<file path="src/verilog/dmt_pkg.sv">
package dmt_pkg;
	// Register indices; byte address is four times the index (low 32 bits)
	localparam logic [31:0] IDX_START = 32'hFFFFF710;
	localparam logic [31:0] IDX_CSR0 = 32'hFFFFF712;
	localparam logic [31:0] IDX_CNT0 = 32'hFFFFF714;
	localparam logic [31:0] IDX_COR0 = 32'hFFFFF716;
	localparam logic [31:0] IDX_CSR1 = 32'hFFFFF718;
	localparam logic [31:0] IDX_CNT1 = 32'hFFFFF71A;
	localparam logic [31:0] IDX_COR1 = 32'hFFFFF71C;

	// Field positions
	localparam int CSR_FLAG_BIT = 7;
	localparam int CSR_IE_BIT = 6;
	localparam int CSR_CKS_HI = 1;
	localparam int CSR_CKS_LO = 0;
	localparam int START_RUN_HI = 1;

	// Values after reset, and the counter value loaded on a match
	localparam logic [1:0] START_RST = 2'h0;
	localparam logic [1:0] CKS_RST = 2'h0;
	localparam logic [15:0] CNT_RST = 16'h0000;
	localparam logic [15:0] CNT_MATCH_VAL = 16'h0000;
	localparam logic [15:0] COR_RST = 16'hFFFF;
	localparam logic [8:0] PRESC_RST = 9'h000;

	// Prescaler taps for divide by 8, 32, 128, 512
	localparam int PRESC_W = 9;
	localparam logic [8:0] TICK_MASK [4] = '{9'h007, 9'h01F, 9'h07F, 9'h1FF};

	// Bus data-phase length in clock cycles
	localparam int ACC_SHORT_CYC = 4;
	localparam int ACC_LONG_CYC = 8;

	// AHB encodings
	localparam logic [2:0] HSIZE_BYTE = 3'h0;
	localparam logic [2:0] HSIZE_HALF = 3'h1;

	typedef enum logic [2:0] {
		DMT_IDLE = 3'b001,
		DMT_WAIT = 3'b010,
		DMT_LAST = 3'b100
	} dmt_bus_state_type;
endpackage : dmt_pkg

</file>
<file path="src/verilog/dmt_channel.sv">
`timescale 1ns/10ps
module dmt_channel (
	// Clock and reset
	input wire logic clk,
	input wire logic sys_rst,
	// Initialisation
	input wire logic standby,
	input wire logic manual_rst,
	// Timing
	input wire logic run,
	input wire logic [3:0] ticks,
	// Register writes, byte lanes, and the flag read strobe
	input wire logic [1:0] csr_be,
	input wire logic [1:0] cnt_be,
	input wire logic [1:0] cor_be,
	input wire logic [15:0] wdata,
	input wire logic flag_read,
	// State
	output logic [15:0] count,
	output logic [15:0] constant,
	output logic [15:0] csr,
	output logic match,
	output logic irq
);
	logic flag;
	logic ie;
	logic seen;
	logic [1:0] cks;
	logic tick;

	assign tick = ticks[cks]; // [RULE2]
	// Compare is sampled at the tick, so the clear lands one tick after equality
	assign match = run && tick && (count == constant); // [RULE15]

	always_ff @(posedge clk or posedge sys_rst) begin
		if (sys_rst) begin
			count <= dmt_pkg::CNT_RST;
		end else if (standby) begin
			count <= dmt_pkg::CNT_RST; // [RULE12]
		end else if (match) begin
			count <= dmt_pkg::CNT_MATCH_VAL; // [RULE5] [RULE16]
		end else if (|cnt_be) begin
			// Unwritten byte keeps its old value, nothing increments [RULE17] [RULE18]
			if (cnt_be[0]) begin
				count[7:0] <= wdata[7:0];
			end
			if (cnt_be[1]) begin
				count[15:8] <= wdata[15:8];
			end
		end else if (run && tick) begin
			count <= count + 16'h0001; // [RULE4] [RULE19]
		end
	end

	always_ff @(posedge clk or posedge sys_rst) begin
		if (sys_rst) begin
			constant <= dmt_pkg::COR_RST;
		end else if (standby) begin
			constant <= dmt_pkg::COR_RST; // [RULE13]
		end else begin
			if (cor_be[0]) begin
				constant[7:0] <= wdata[7:0];
			end
			if (cor_be[1]) begin
				constant[15:8] <= wdata[15:8];
			end
		end
	end

	always_ff @(posedge clk or posedge sys_rst) begin
		if (sys_rst) begin
			ie <= 1'b0;
			cks <= dmt_pkg::CKS_RST;
		end else if (standby || manual_rst) begin
			ie <= 1'b0; // [RULE11]
			cks <= dmt_pkg::CKS_RST;
		end else if (csr_be[0]) begin
			ie <= wdata[dmt_pkg::CSR_IE_BIT]; // [RULE8]
			cks <= wdata[dmt_pkg::CSR_CKS_HI:dmt_pkg::CSR_CKS_LO];
		end
	end

	always_ff @(posedge clk or posedge sys_rst) begin
		if (sys_rst) begin
			flag <= 1'b0;
		end else if (standby || manual_rst) begin
			flag <= 1'b0;
		end else if (match) begin
			flag <= 1'b1; // [RULE5]
		end else if (csr_be[0] && !wdata[dmt_pkg::CSR_FLAG_BIT] && seen) begin
			flag <= 1'b0; // [RULE7]
		end
	end

	// Arms the clear only after software has seen the flag set
	always_ff @(posedge clk or posedge sys_rst) begin
		if (sys_rst) begin
			seen <= 1'b0;
		end else if (standby || manual_rst) begin
			seen <= 1'b0;
		end else if (flag_read) begin
			seen <= 1'b1; // [RULE7]
		end else if (csr_be[0]) begin
			seen <= 1'b0;
		end
	end

	assign csr = {8'h00, flag, ie, 4'h0, cks}; // [RULE10]
	assign irq = flag && ie; // [RULE6] [RULE20]
endmodule : dmt_channel

</file>
<file path="src/verilog/dmt_timer.sv">
// Function
// RULE1: Two channels, 16-bit counter and constant
// RULE2: Clock select picks divide 8/32/128/512
// RULE3: Start register bit per channel runs counter
// RULE4: Running counter increments on each selected tick
// RULE5: Match clears counter, sets match flag
// RULE6: Interrupt when flag and enable both set
// RULE7: Flag cleared by writing zero after read
// RULE8: Bit 6 is interrupt enable, reset 0
// RULE9: Start bits 15..2 read zero
// RULE10: Status bits 15..8, 5..2 read zero
// RULE11: Start and status zeroed by reset, standby
// RULE12: Counter zeroed by reset/standby, not manual
// RULE13: Constant resets to all ones, manual keeps
// RULE14: Byte, word, long accesses with fixed latency
// RULE15: Match acts on tick after equality
// RULE16: Match clear beats counter write
// RULE17: Word write beats increment
// RULE18: Byte write beats increment, other byte kept
// RULE19: Halted counter holds its value
// RULE20: Interrupt level held until flag or enable cleared
//
// Design decision made here: the AHB-Lite slave port.
`timescale 1ns/10ps
module dmt_timer (
	// Clock and reset
	input wire logic clk,
	input wire logic sys_rst,
	// Power control
	input wire logic standby,
	input wire logic manual_rst,
	// AHB-Lite slave
	input wire logic hsel,
	input wire logic [31:0] haddr,
	input wire logic [1:0] htrans,
	input wire logic hwrite,
	input wire logic [2:0] hsize,
	input wire logic [31:0] hwdata,
	input wire logic hready,
	output logic hreadyout,
	output logic [31:0] hrdata,
	output logic hresp,
	// Interrupt requests
	output logic [1:0] match_irq
);
	dmt_pkg::dmt_bus_state_type state;
	logic [2:0] wcnt;
	logic [29:0] ph_addr;
	logic [1:0] ph_lane;
	logic [2:0] ph_size;
	logic ph_write;
	logic capture;
	logic commit;
	logic rd_load;
	logic [1:0] be;
	logic [31:0] rd_mux;
	logic [1:0] run;
	logic [8:0] presc;
	logic [3:0] ticks;
	logic hit_start;
	logic [1:0] hit_csr;
	logic [1:0] hit_cnt;
	logic [1:0] hit_cor;
	logic [15:0] cnt [2];
	logic [15:0] cor [2];
	logic [15:0] csr [2];
	logic [1:0] match;

	assign capture = hsel && htrans[1] && hready;
	assign commit = (state == dmt_pkg::DMT_LAST) && ph_write;
	assign rd_load = (state == dmt_pkg::DMT_WAIT) && (wcnt == 3'h0);
	assign hreadyout = (state != dmt_pkg::DMT_WAIT);
	assign hresp = 1'b0;

	// Data phase length depends on access size [RULE14]
	always_ff @(posedge clk or posedge sys_rst) begin
		if (sys_rst) begin
			state <= dmt_pkg::DMT_IDLE;
		end else begin
			case (state)
				dmt_pkg::DMT_IDLE: begin
					if (capture) begin
						state <= dmt_pkg::DMT_WAIT;
					end
				end
				dmt_pkg::DMT_WAIT: begin
					if (wcnt == 3'h0) begin
						state <= dmt_pkg::DMT_LAST;
					end
				end
				dmt_pkg::DMT_LAST: begin
					if (capture) begin
						state <= dmt_pkg::DMT_WAIT;
					end else begin
						state <= dmt_pkg::DMT_IDLE;
					end
				end
				default: begin
					state <= dmt_pkg::DMT_IDLE;
				end
			endcase
		end
	end

	always_ff @(posedge clk or posedge sys_rst) begin
		if (sys_rst) begin
			wcnt <= 3'h0;
		end else if (capture) begin
			if (hsize == dmt_pkg::HSIZE_BYTE || hsize == dmt_pkg::HSIZE_HALF) begin
				wcnt <= 3'(dmt_pkg::ACC_SHORT_CYC - 2); // [RULE14]
			end else begin
				wcnt <= 3'(dmt_pkg::ACC_LONG_CYC - 2); // [RULE14]
			end
		end else if (state == dmt_pkg::DMT_WAIT && wcnt != 3'h0) begin
			wcnt <= wcnt - 3'h1;
		end
	end

	always_ff @(posedge clk or posedge sys_rst) begin
		if (sys_rst) begin
			ph_addr <= 30'h0;
			ph_lane <= 2'h0;
			ph_size <= 3'h0;
			ph_write <= 1'b0;
		end else if (capture) begin
			ph_addr <= haddr[31:2];
			ph_lane <= haddr[1:0];
			ph_size <= hsize;
			ph_write <= hwrite;
		end
	end

	// Registers live in the low half of each word; upper lanes are dropped
	always_comb begin
		be = 2'b00;
		if (ph_size == dmt_pkg::HSIZE_BYTE) begin
			if (ph_lane == 2'h0) begin
				be = 2'b01;
			end else if (ph_lane == 2'h1) begin
				be = 2'b10;
			end
		end else if (ph_size == dmt_pkg::HSIZE_HALF) begin
			if (!ph_lane[1]) begin
				be = 2'b11;
			end
		end else begin
			be = 2'b11;
		end
	end

	assign hit_start = (ph_addr == dmt_pkg::IDX_START[29:0]);
	assign hit_csr = {ph_addr == dmt_pkg::IDX_CSR1[29:0], ph_addr == dmt_pkg::IDX_CSR0[29:0]};
	assign hit_cnt = {ph_addr == dmt_pkg::IDX_CNT1[29:0], ph_addr == dmt_pkg::IDX_CNT0[29:0]};
	assign hit_cor = {ph_addr == dmt_pkg::IDX_COR1[29:0], ph_addr == dmt_pkg::IDX_COR0[29:0]};

	// Unmapped addresses read zero and ignore writes
	always_comb begin
		rd_mux = 32'h0000_0000;
		if (hit_start) begin
			rd_mux = {30'h0, run}; // [RULE9]
		end else if (hit_csr[0]) begin
			rd_mux = {16'h0000, csr[0]};
		end else if (hit_csr[1]) begin
			rd_mux = {16'h0000, csr[1]};
		end else if (hit_cnt[0]) begin
			rd_mux = {16'h0000, cnt[0]};
		end else if (hit_cnt[1]) begin
			rd_mux = {16'h0000, cnt[1]};
		end else if (hit_cor[0]) begin
			rd_mux = {16'h0000, cor[0]};
		end else if (hit_cor[1]) begin
			rd_mux = {16'h0000, cor[1]};
		end
	end

	always_ff @(posedge clk or posedge sys_rst) begin
		if (sys_rst) begin
			hrdata <= 32'h0000_0000;
		end else if (rd_load && !ph_write) begin
			hrdata <= rd_mux;
		end
	end

	always_ff @(posedge clk or posedge sys_rst) begin
		if (sys_rst) begin
			run <= dmt_pkg::START_RST;
		end else if (standby || manual_rst) begin
			run <= dmt_pkg::START_RST; // [RULE11]
		end else if (commit && hit_start && be[0]) begin
			run <= hwdata[dmt_pkg::START_RUN_HI:0]; // [RULE3]
		end
	end

	// Shared free-running prescaler
	always_ff @(posedge clk or posedge sys_rst) begin
		if (sys_rst) begin
			presc <= dmt_pkg::PRESC_RST;
		end else if (standby) begin
			presc <= dmt_pkg::PRESC_RST;
		end else begin
			presc <= presc + 9'h001;
		end
	end

	genvar gi;
	generate
		for (gi = 0; gi < 4; gi++) begin : g_tick
			assign ticks[gi] = &(presc | ~dmt_pkg::TICK_MASK[gi]); // [RULE2]
		end
		for (gi = 0; gi < 2; gi++) begin : g_ch
			dmt_channel u_ch ( // [RULE1]
				.clk(clk),
				.sys_rst(sys_rst),
				.standby(standby),
				.manual_rst(manual_rst),
				.run(run[gi]),
				.ticks(ticks),
				.csr_be((commit && hit_csr[gi]) ? be : 2'b00),
				.cnt_be((commit && hit_cnt[gi]) ? be : 2'b00),
				.cor_be((commit && hit_cor[gi]) ? be : 2'b00),
				.wdata(hwdata[15:0]),
				.flag_read(rd_load && !ph_write && hit_csr[gi] && csr[gi][dmt_pkg::CSR_FLAG_BIT]),
				.count(cnt[gi]),
				.constant(cor[gi]),
				.csr(csr[gi]),
				.match(match[gi]),
				.irq(match_irq[gi])
			);
		end
	endgenerate
endmodule : dmt_timer

</file>
<file path="config.mk">
export PLATFORM = sky130hd
export DESIGN_NAME = dmt_timer
export DESIGN_NICKNAME = d
export VERILOG_FILES = /design/src/verilog/dmt_pkg.sv /design/src/verilog/dmt_channel.sv /design/src/verilog/dmt_timer.sv
export SDC_FILE = /design/constraint.sdc
export NUM_CORES = 1
export LEC_CHECK = 0
export ABC_CLOCK_PERIOD_IN_PS = 4450
export BUFFER_PORTS_ARGS = -buffer_cell sky130_fd_sc_hd__clkbuf_2
export CAP_MARGIN = 40
export CORE_UTILIZATION = 50
export DETAILED_ROUTE_END_ITERATION = 12
export PLACE_DENSITY_LB_ADDON = 0.05
export SLEW_MARGIN = 20
export SYNTH_ARGS = -nofsm -noshare
export SYNTH_HDL_FRONTEND = slang
export SYNTH_SLANG_ARGS = --single-unit
</file>
<file path="constraint.sdc">
create_clock -name clk -period 4.45 [get_ports clk]
set_input_delay 0.2225 -clock clk [delete_from_list [all_inputs] [get_ports clk]]
set_output_delay 0.2225 -clock clk [all_outputs]
set_load 0.005 [all_outputs]
</file>
**After elaboration in Yosys (flattened, before gate mapping)**

Index checks and enable logic that the tools add are counted.

- Register bits: 159
- Input bits: 76
- Output and inout bits: 36
- Word-level logic and storage cells: 185

- Add/sub/neg operators: 4
- $lt $le $gt $ge: 2
- Eq/ne operators: 22
- Muxes and demuxes: 70
- Reduce and logical (&&, ||, !) cells: 62

Operators by type and width:

| cell | count |
|---|---|
| 16-bit two-way mux | 17 |
| 30-bit == test (second input constant) | 7 |
| 8-bit two-way mux | 8 |
| 16-bit by 1-bit adder with 16-bit output (second input constant) | 2 |
| 16-bit == test | 2 |
| 2-bit two-way mux | 16 |
| 1-bit logical AND | 28 |
| 1-bit two-way mux | 20 |
| 4-bit by 2-bit inequality test with 1-bit output (second input constant) | 4 |
| 2-bit nonzero test | 8 |
| 3-bit two-way mux | 5 |
| 3-bit nonzero test | 5 |
| 2-bit AND reduction | 5 |
| 9-bit by 1-bit adder with 9-bit output (second input constant) | 1 |
| 3-bit by 1-bit == test with 1-bit output (second input constant) | 3 |
| 3-bit zero test | 3 |
| 9-bit two-way mux | 1 |
| 3-bit one-hot mux with 3 select lines | 1 |
| 9-bit AND reduction | 1 |
| 4-bit nonzero test | 2 |
| 7-bit AND reduction | 1 |
| 2-bit by 3-bit < comparator with 1-bit output (second input constant) | 2 |
| 5-bit AND reduction | 1 |
| 1-bit binary-select mux with 2-bit select | 2 |
| 11 further kinds | 15 |

**Logic depth before layout (Yosys ltp)**

- Word-level depth: 10
- Gate-level depth with buffers: 11
- Mapped depth without buffers: 10

**Hierarchy**

From an unflattened synthesis, not the netlist that was laid out.

- Cell total of the unflattened synthesis: 867
- Area, all modules: 8,582.0 um2

By module, submodules not included:

| module | instances | cells an instance | area each (um2) | seq. area each (um2) |
|---|---|---|---|---|
| dmt_channel | 2 | 221 | 2,253.4 | 945.9 |
| dmt_timer | 1 | 425 | 4,075.2 | 1,727.9 |

**Least setup slack after synthesis**

OpenSTA, ideal clock, no wires.

- Kind: flip-flop to flip-flop
- Start point: reg presc[0]
- End point: reg g_ch[0].u_ch.count[1]
- Library setup time: 0.096 ns
- Data arrival time: 2.470 ns
- Required time: 4.354 ns
- Slack: 1.885 ns
- Stages on the path, launching flop included: 12
- Buffers on the path: 1
- Clock period less this slack: 2.565 ns
- Path through: dfrtp_1 > ha_1 > nand3_1 > inv_1 > ha_1 > mux2_2 > o21ai_0 > a31oi_4 > nor3_2 > clkbuf_1 > o21ai_0 > o31ai_1

- Word-level cells in the longest chain between the ends: 7
- Elaborated cells between the ends (all ways): 13
- Those cells by class: 1 x eq/ne; 4 x mux; 8 x reduce/logical

Ends and longest elaborated chain:

| what | RTL line | RTL |
|---|---|---|
| from (decl) | dmt_timer.sv:58 | `logic [8:0] presc;` |
| from (signal assigned) | dmt_timer.sv:197 | `presc <= dmt_pkg::PRESC_RST;` |
| from (signal assigned) | dmt_timer.sv:199 | `presc <= dmt_pkg::PRESC_RST;` |
| from (signal assigned) | dmt_timer.sv:201 | `presc <= presc + 9'h001;` |
| 9-bit AND reduction, or another cell as far along | dmt_timer.sv:208 | `assign ticks[gi] = &(presc \| ~dmt_pkg::TICK_MASK[gi]);` |
| 1-bit binary-select mux with 2-bit select (*) | dmt_channel.sv:31 | `assign tick = ticks[cks];` |
| 1-bit two-way mux (implied by the code) (*) | dmt_channel.sv:31 |  |
| 1-bit logical AND (*) | dmt_channel.sv:33, dmt_channel.sv:50 |  |
| 1-bit logical AND | dmt_channel.sv:33 | `assign match = run && tick && (count == constant);` |
| 4-bit by 2-bit inequality test with 1-bit output (no source line), or another cell as far along | -- |  |
| 2-bit AND reduction (no source line) or 16-bit two-way mux (tied branches) | -- |  |
| to (signal assigned) | dmt_channel.sv:37 | `count <= dmt_pkg::CNT_RST;` |
| to (signal assigned) | dmt_channel.sv:39 | `count <= dmt_pkg::CNT_RST;` |
| to (signal assigned) | dmt_channel.sv:51 | `count <= count + 16'h0001;` |
| to (decl) | dmt_channel.sv:19 | `output logic [15:0] count,` |

Every way passes the cells marked *; elsewhere a longest branch is shown, timed or not. The select of a mux whose other input is x is not followed.
A chain may end at the register's enable or synchronous reset.

**Worst setup path after layout**

- Start point: reg presc[0]
- End point: reg g_ch[0].u_ch.count[4]

The elaborated chain is that of the path after synthesis.

==> impl_metrics.tcl <==
set metrics [dict create \
    ys_types 75 \
    startpoint "presc[0]$_DFF_PP0_" \
    dp_hpwl_um 16050 \
    grt_max_degree 80 \
    required_ps 4790 \
    ios 112 \
    tightest_slew_ps 785.8 \
    drive_gt1_share_pct 25.49 \
    wl_per_cell_um 19.77 \
    hold_buffers 1 \
    final.fill_count 1413 \
    cts_resized 0 \
    p_sw_uw 921.4 \
    power.internal_mw 2.272 \
    cts_root_buf "clkbuf_16" \
    dr.first_iter.drc_count 586 \
    setup_ws_ps 1206 \
    multi_input_area_um2 4265 \
    grt.total_usage_pct 28.04 \
    synthTopCellsByArea "dfrtp_1 33%, dfstp_2 10%, mux2_2 5.4%" \
    end_kind "register" \
    max_freq_mhz 308.3 \
    maxCapViolations 0 \
    crit_type "reg -> reg" \
    synth_top_area_share_pct 33.22 \
    dieWidth_um 130.7 \
    synth-compound-area-share_pct 17.19 \
    vias_per_cell 6.041 \
    fin_skew_ps 7.160 \
    synth_area_um2 8285 \
    route.vias.total 6826 \
    synthXorXnorAreaFrac_pct 3.700 \
    endpoint "g_ch[0].u_ch.count[4]$_DFFE_PP0P_" \
    rsz0062_at_grt "no" \
    grt_pass1_wl_um 36030 \
    num-nets-final 985 \
    cp.arrival_ps 3580 \
    pwr-share-clk_pct 42.6 \
    synth_flop_cell "dfrtp_1" \
    ys_ff_latch 143 \
    cts_setup_buffers 0 \
    first_pass_iters 6 \
    switching_share_pct 28.85 \
    synth-edff-count 0 \
    combPwrFrac_pct 12.1 \
    rr_startpoint "presc[0]$_DFF_PP0_" \
    hp-class "in -> reg" \
    slew_violations 0 \
    htreeDepth 4 \
    synth_simple_gate_area_share_pct 18.53 \
    core_area_um2 16060 \
    clk-insertion-delay-late_ps 430 \
    synth_top_area_cell "dfrtp_1" \
    r2r_slack_ps 1210 \
    die_area_um2 17090 \
    yosys_warnings 0 \
    drt_wl_total_um 22340 \
    syn_avg_cell_area_um2 9.840 \
    hold_viol 0 \
    clkSlewWorstSetupHoldPaths_ps 70 \
    place_ws_ps 1291 \
    cts.sinks 143 \
    p_leak_nw 3.905 \
    ir_drop_mv 0.2892 \
    rows 46 \
    syn_to_final_growth_pct 13.05 \
    cts_max_path_buffers 2 \
    synthAdderAreaFrac_pct 1.208 \
    port-buffer-count 77 \
    layout_worst_path_cycle_share_pct 72.90 \
    place_congestion 0.8919 \
    n_antenna_cell 0 \
    overflow 0 \
    synth-seq-area-share_pct 43.69 \
    status "finished clean" \
    start_util_pct 51.60 \
    die_height_um 130.7 \
    cp_max_fo 18 \
    finalSetupViolCount 0 \
    fin_tns_setup_ps 0 \
    finalCriticalPeriod_ps 3244 \
    seq_power_share_pct 45.3 \
    tritoncts "built" \
    relSlewSlack_pct 47.61 \
    syn_inst 842 \
    antenna_found_initial 0 \
    synth_top_family_by_area "simple AND/OR/NAND/NOR gates" \
    r2r-end "g_ch[0].u_ch.count[4]$_DFFE_PP0P_" \
    cts_buffers 17 \
    critPathLaunchType "register" \
    async_flop_share_pct 100.0 \
    grt_pass1_vias 6520 \
    ff_latch_area_um2 3620 \
    ant_nets 0 \
    power_density_nw_per_um2 341.0 \
    reg2regPathDepth 10 \
    synth_mux_area_share_pct 10.03 \
    drc_errors 0 \
]
sequential cells by signal, indices dropped and copies added, names as in the netlist, 2 cells and up:
name,cells
wcnt,3
hrdata,16
ph_size,3
g_ch.u_ch.constant,32
g_ch.u_ch.count,32
ph_addr,30
ph_lane,2
g_ch.u_ch.flag,2
g_ch.u_ch.cks,4
run,2
state,3
g_ch.u_ch.seen,2
presc,9
g_ch.u_ch.ie,2
through the flow:
step                      power, mW  hold WS [ps]  cell area (µm²)  cells  utilization, %
final                         3.194         18.59             9366   1130           58.33
after global placement        1.827         451.3             8737   1092           54.41
after global routing          3.326        0.5291             9366   1130           58.33
after detailed placement      1.850         193.0             8800   1096           54.80
after floorplan               1.723         355.0             8346    858               -
after CTS                     3.212        0.7959             9359   1129           58.28
how the worst min path moves through the flow:
stage / start / cells past startpoint / end
2_1_floorplan: hwdata[10] / 2 / g_ch[0].u_ch.constant[10]$_DFFE_PP1P_
3_3_place_gp: hrdata[14]$_DFFE_PP0N_ / 2 / hrdata[14]$_DFFE_PP0N_
3_5_place_dp: sys_rst / 2 / hrdata[6]$_DFFE_PP0N_
4_1_cts: haddr[12] / 2 / ph_addr[10]$_DFFE_PP0P_
5_1_grt: haddr[12] / 2 / ph_addr[10]$_DFFE_PP0P_
6_report: haddr[12] / 2 / ph_addr[10]$_DFFE_PP0P_
cells in the final DEF (no fill, tap or decap), types with 21 or more instances in the layout:
master    Yosys  final
a21oi_1      35     35
clkbuf_2      0     77
dfrtp_1     110    110
dfstp_2      33     33
inv_1        29     28
mux2_2       40     40
mux2i_1      38     38
nand2_1      94     94
nand3_1      31     30
nand4_1      21     21
nor2_1       36     36
nor3_1       27     27
o22ai_1      24     24
xnor2_1      34     34
power groups by stage:
stage	registers (mW)	clock network, mW	logic (mW)
floorplan	1.43	0	0.288
global placement	1.46	0	0.367
detailed placement	1.47	0	0.384
CTS	1.44	1.38	0.385
global route	1.46	1.44	0.428
finish	1.45	1.36	0.386
Yosys cell counts (all sizes together) (10+ instances only):
cell,n
a211oi,13
a21oi,36
a22oi,17
buf,36
clkbuf,33
dfrtp,110
dfstp,33
inv,29
mux2,40
mux2i,38
nand2,95
nand3,31
nand4,22
nor2,36
nor3,31
o211ai,10
o21ai,20
o22ai,24
o2bb2ai,12
o311ai,13
or3,10
xnor2,34
cell families (layout without fill, tap and decap cells):
logic type / Yosys count / in the layout
flip-flops: 143 / 143
AO/OA/AOI/OAI: 192 / 192
multiplexers: 78 / 78
other: 1 / 17
XOR/XNOR: 35 / 35
adder cells (fa/ha/maj): 8 / 8
buffers and inverters: 100 / 156
AND/OR/NAND/NOR: 285 / 285
critical path: stages (launching register included):
cell and delay (ps):
dfrtp_1 420, ha_1 230, nand3_1 170, inv_1 70, ha_1 190, mux2_2 260, o21ai_0 300, a31oi_4 130
a21oi_2 680, nand3_1 410, o22ai_1 290
final cells by class:
cell class,instances,share of cell area [%]
Multi-Input combinational cell,615,45.54
Clock buffer,18,4.582
Inverter,31,1.296
Tap cell,216,2.885
Sequential cell,143,38.65
Timing Repair Buffer,93,5.771
Clock inverter,14,1.282
routing by layer:
| layer | share of wire, % | routed length (µm) | vias up | track usage [%] |
|---|---|---|---|---|
| li1 | - | - | 3191 | - |
| met1 | 45 | 10000 | 3362 | 37.91 |
| met2 | 48 | 10780 | 240 | 45.13 |
| met3 | 5.0 | 1121 | 33 | 5.782 |
| met4 | 2.0 | 439 | 0 | 8.993 |
| met5 | 0 | 0 | - | 0 |
No activity file was read; power rests on OpenSTA's default activity.
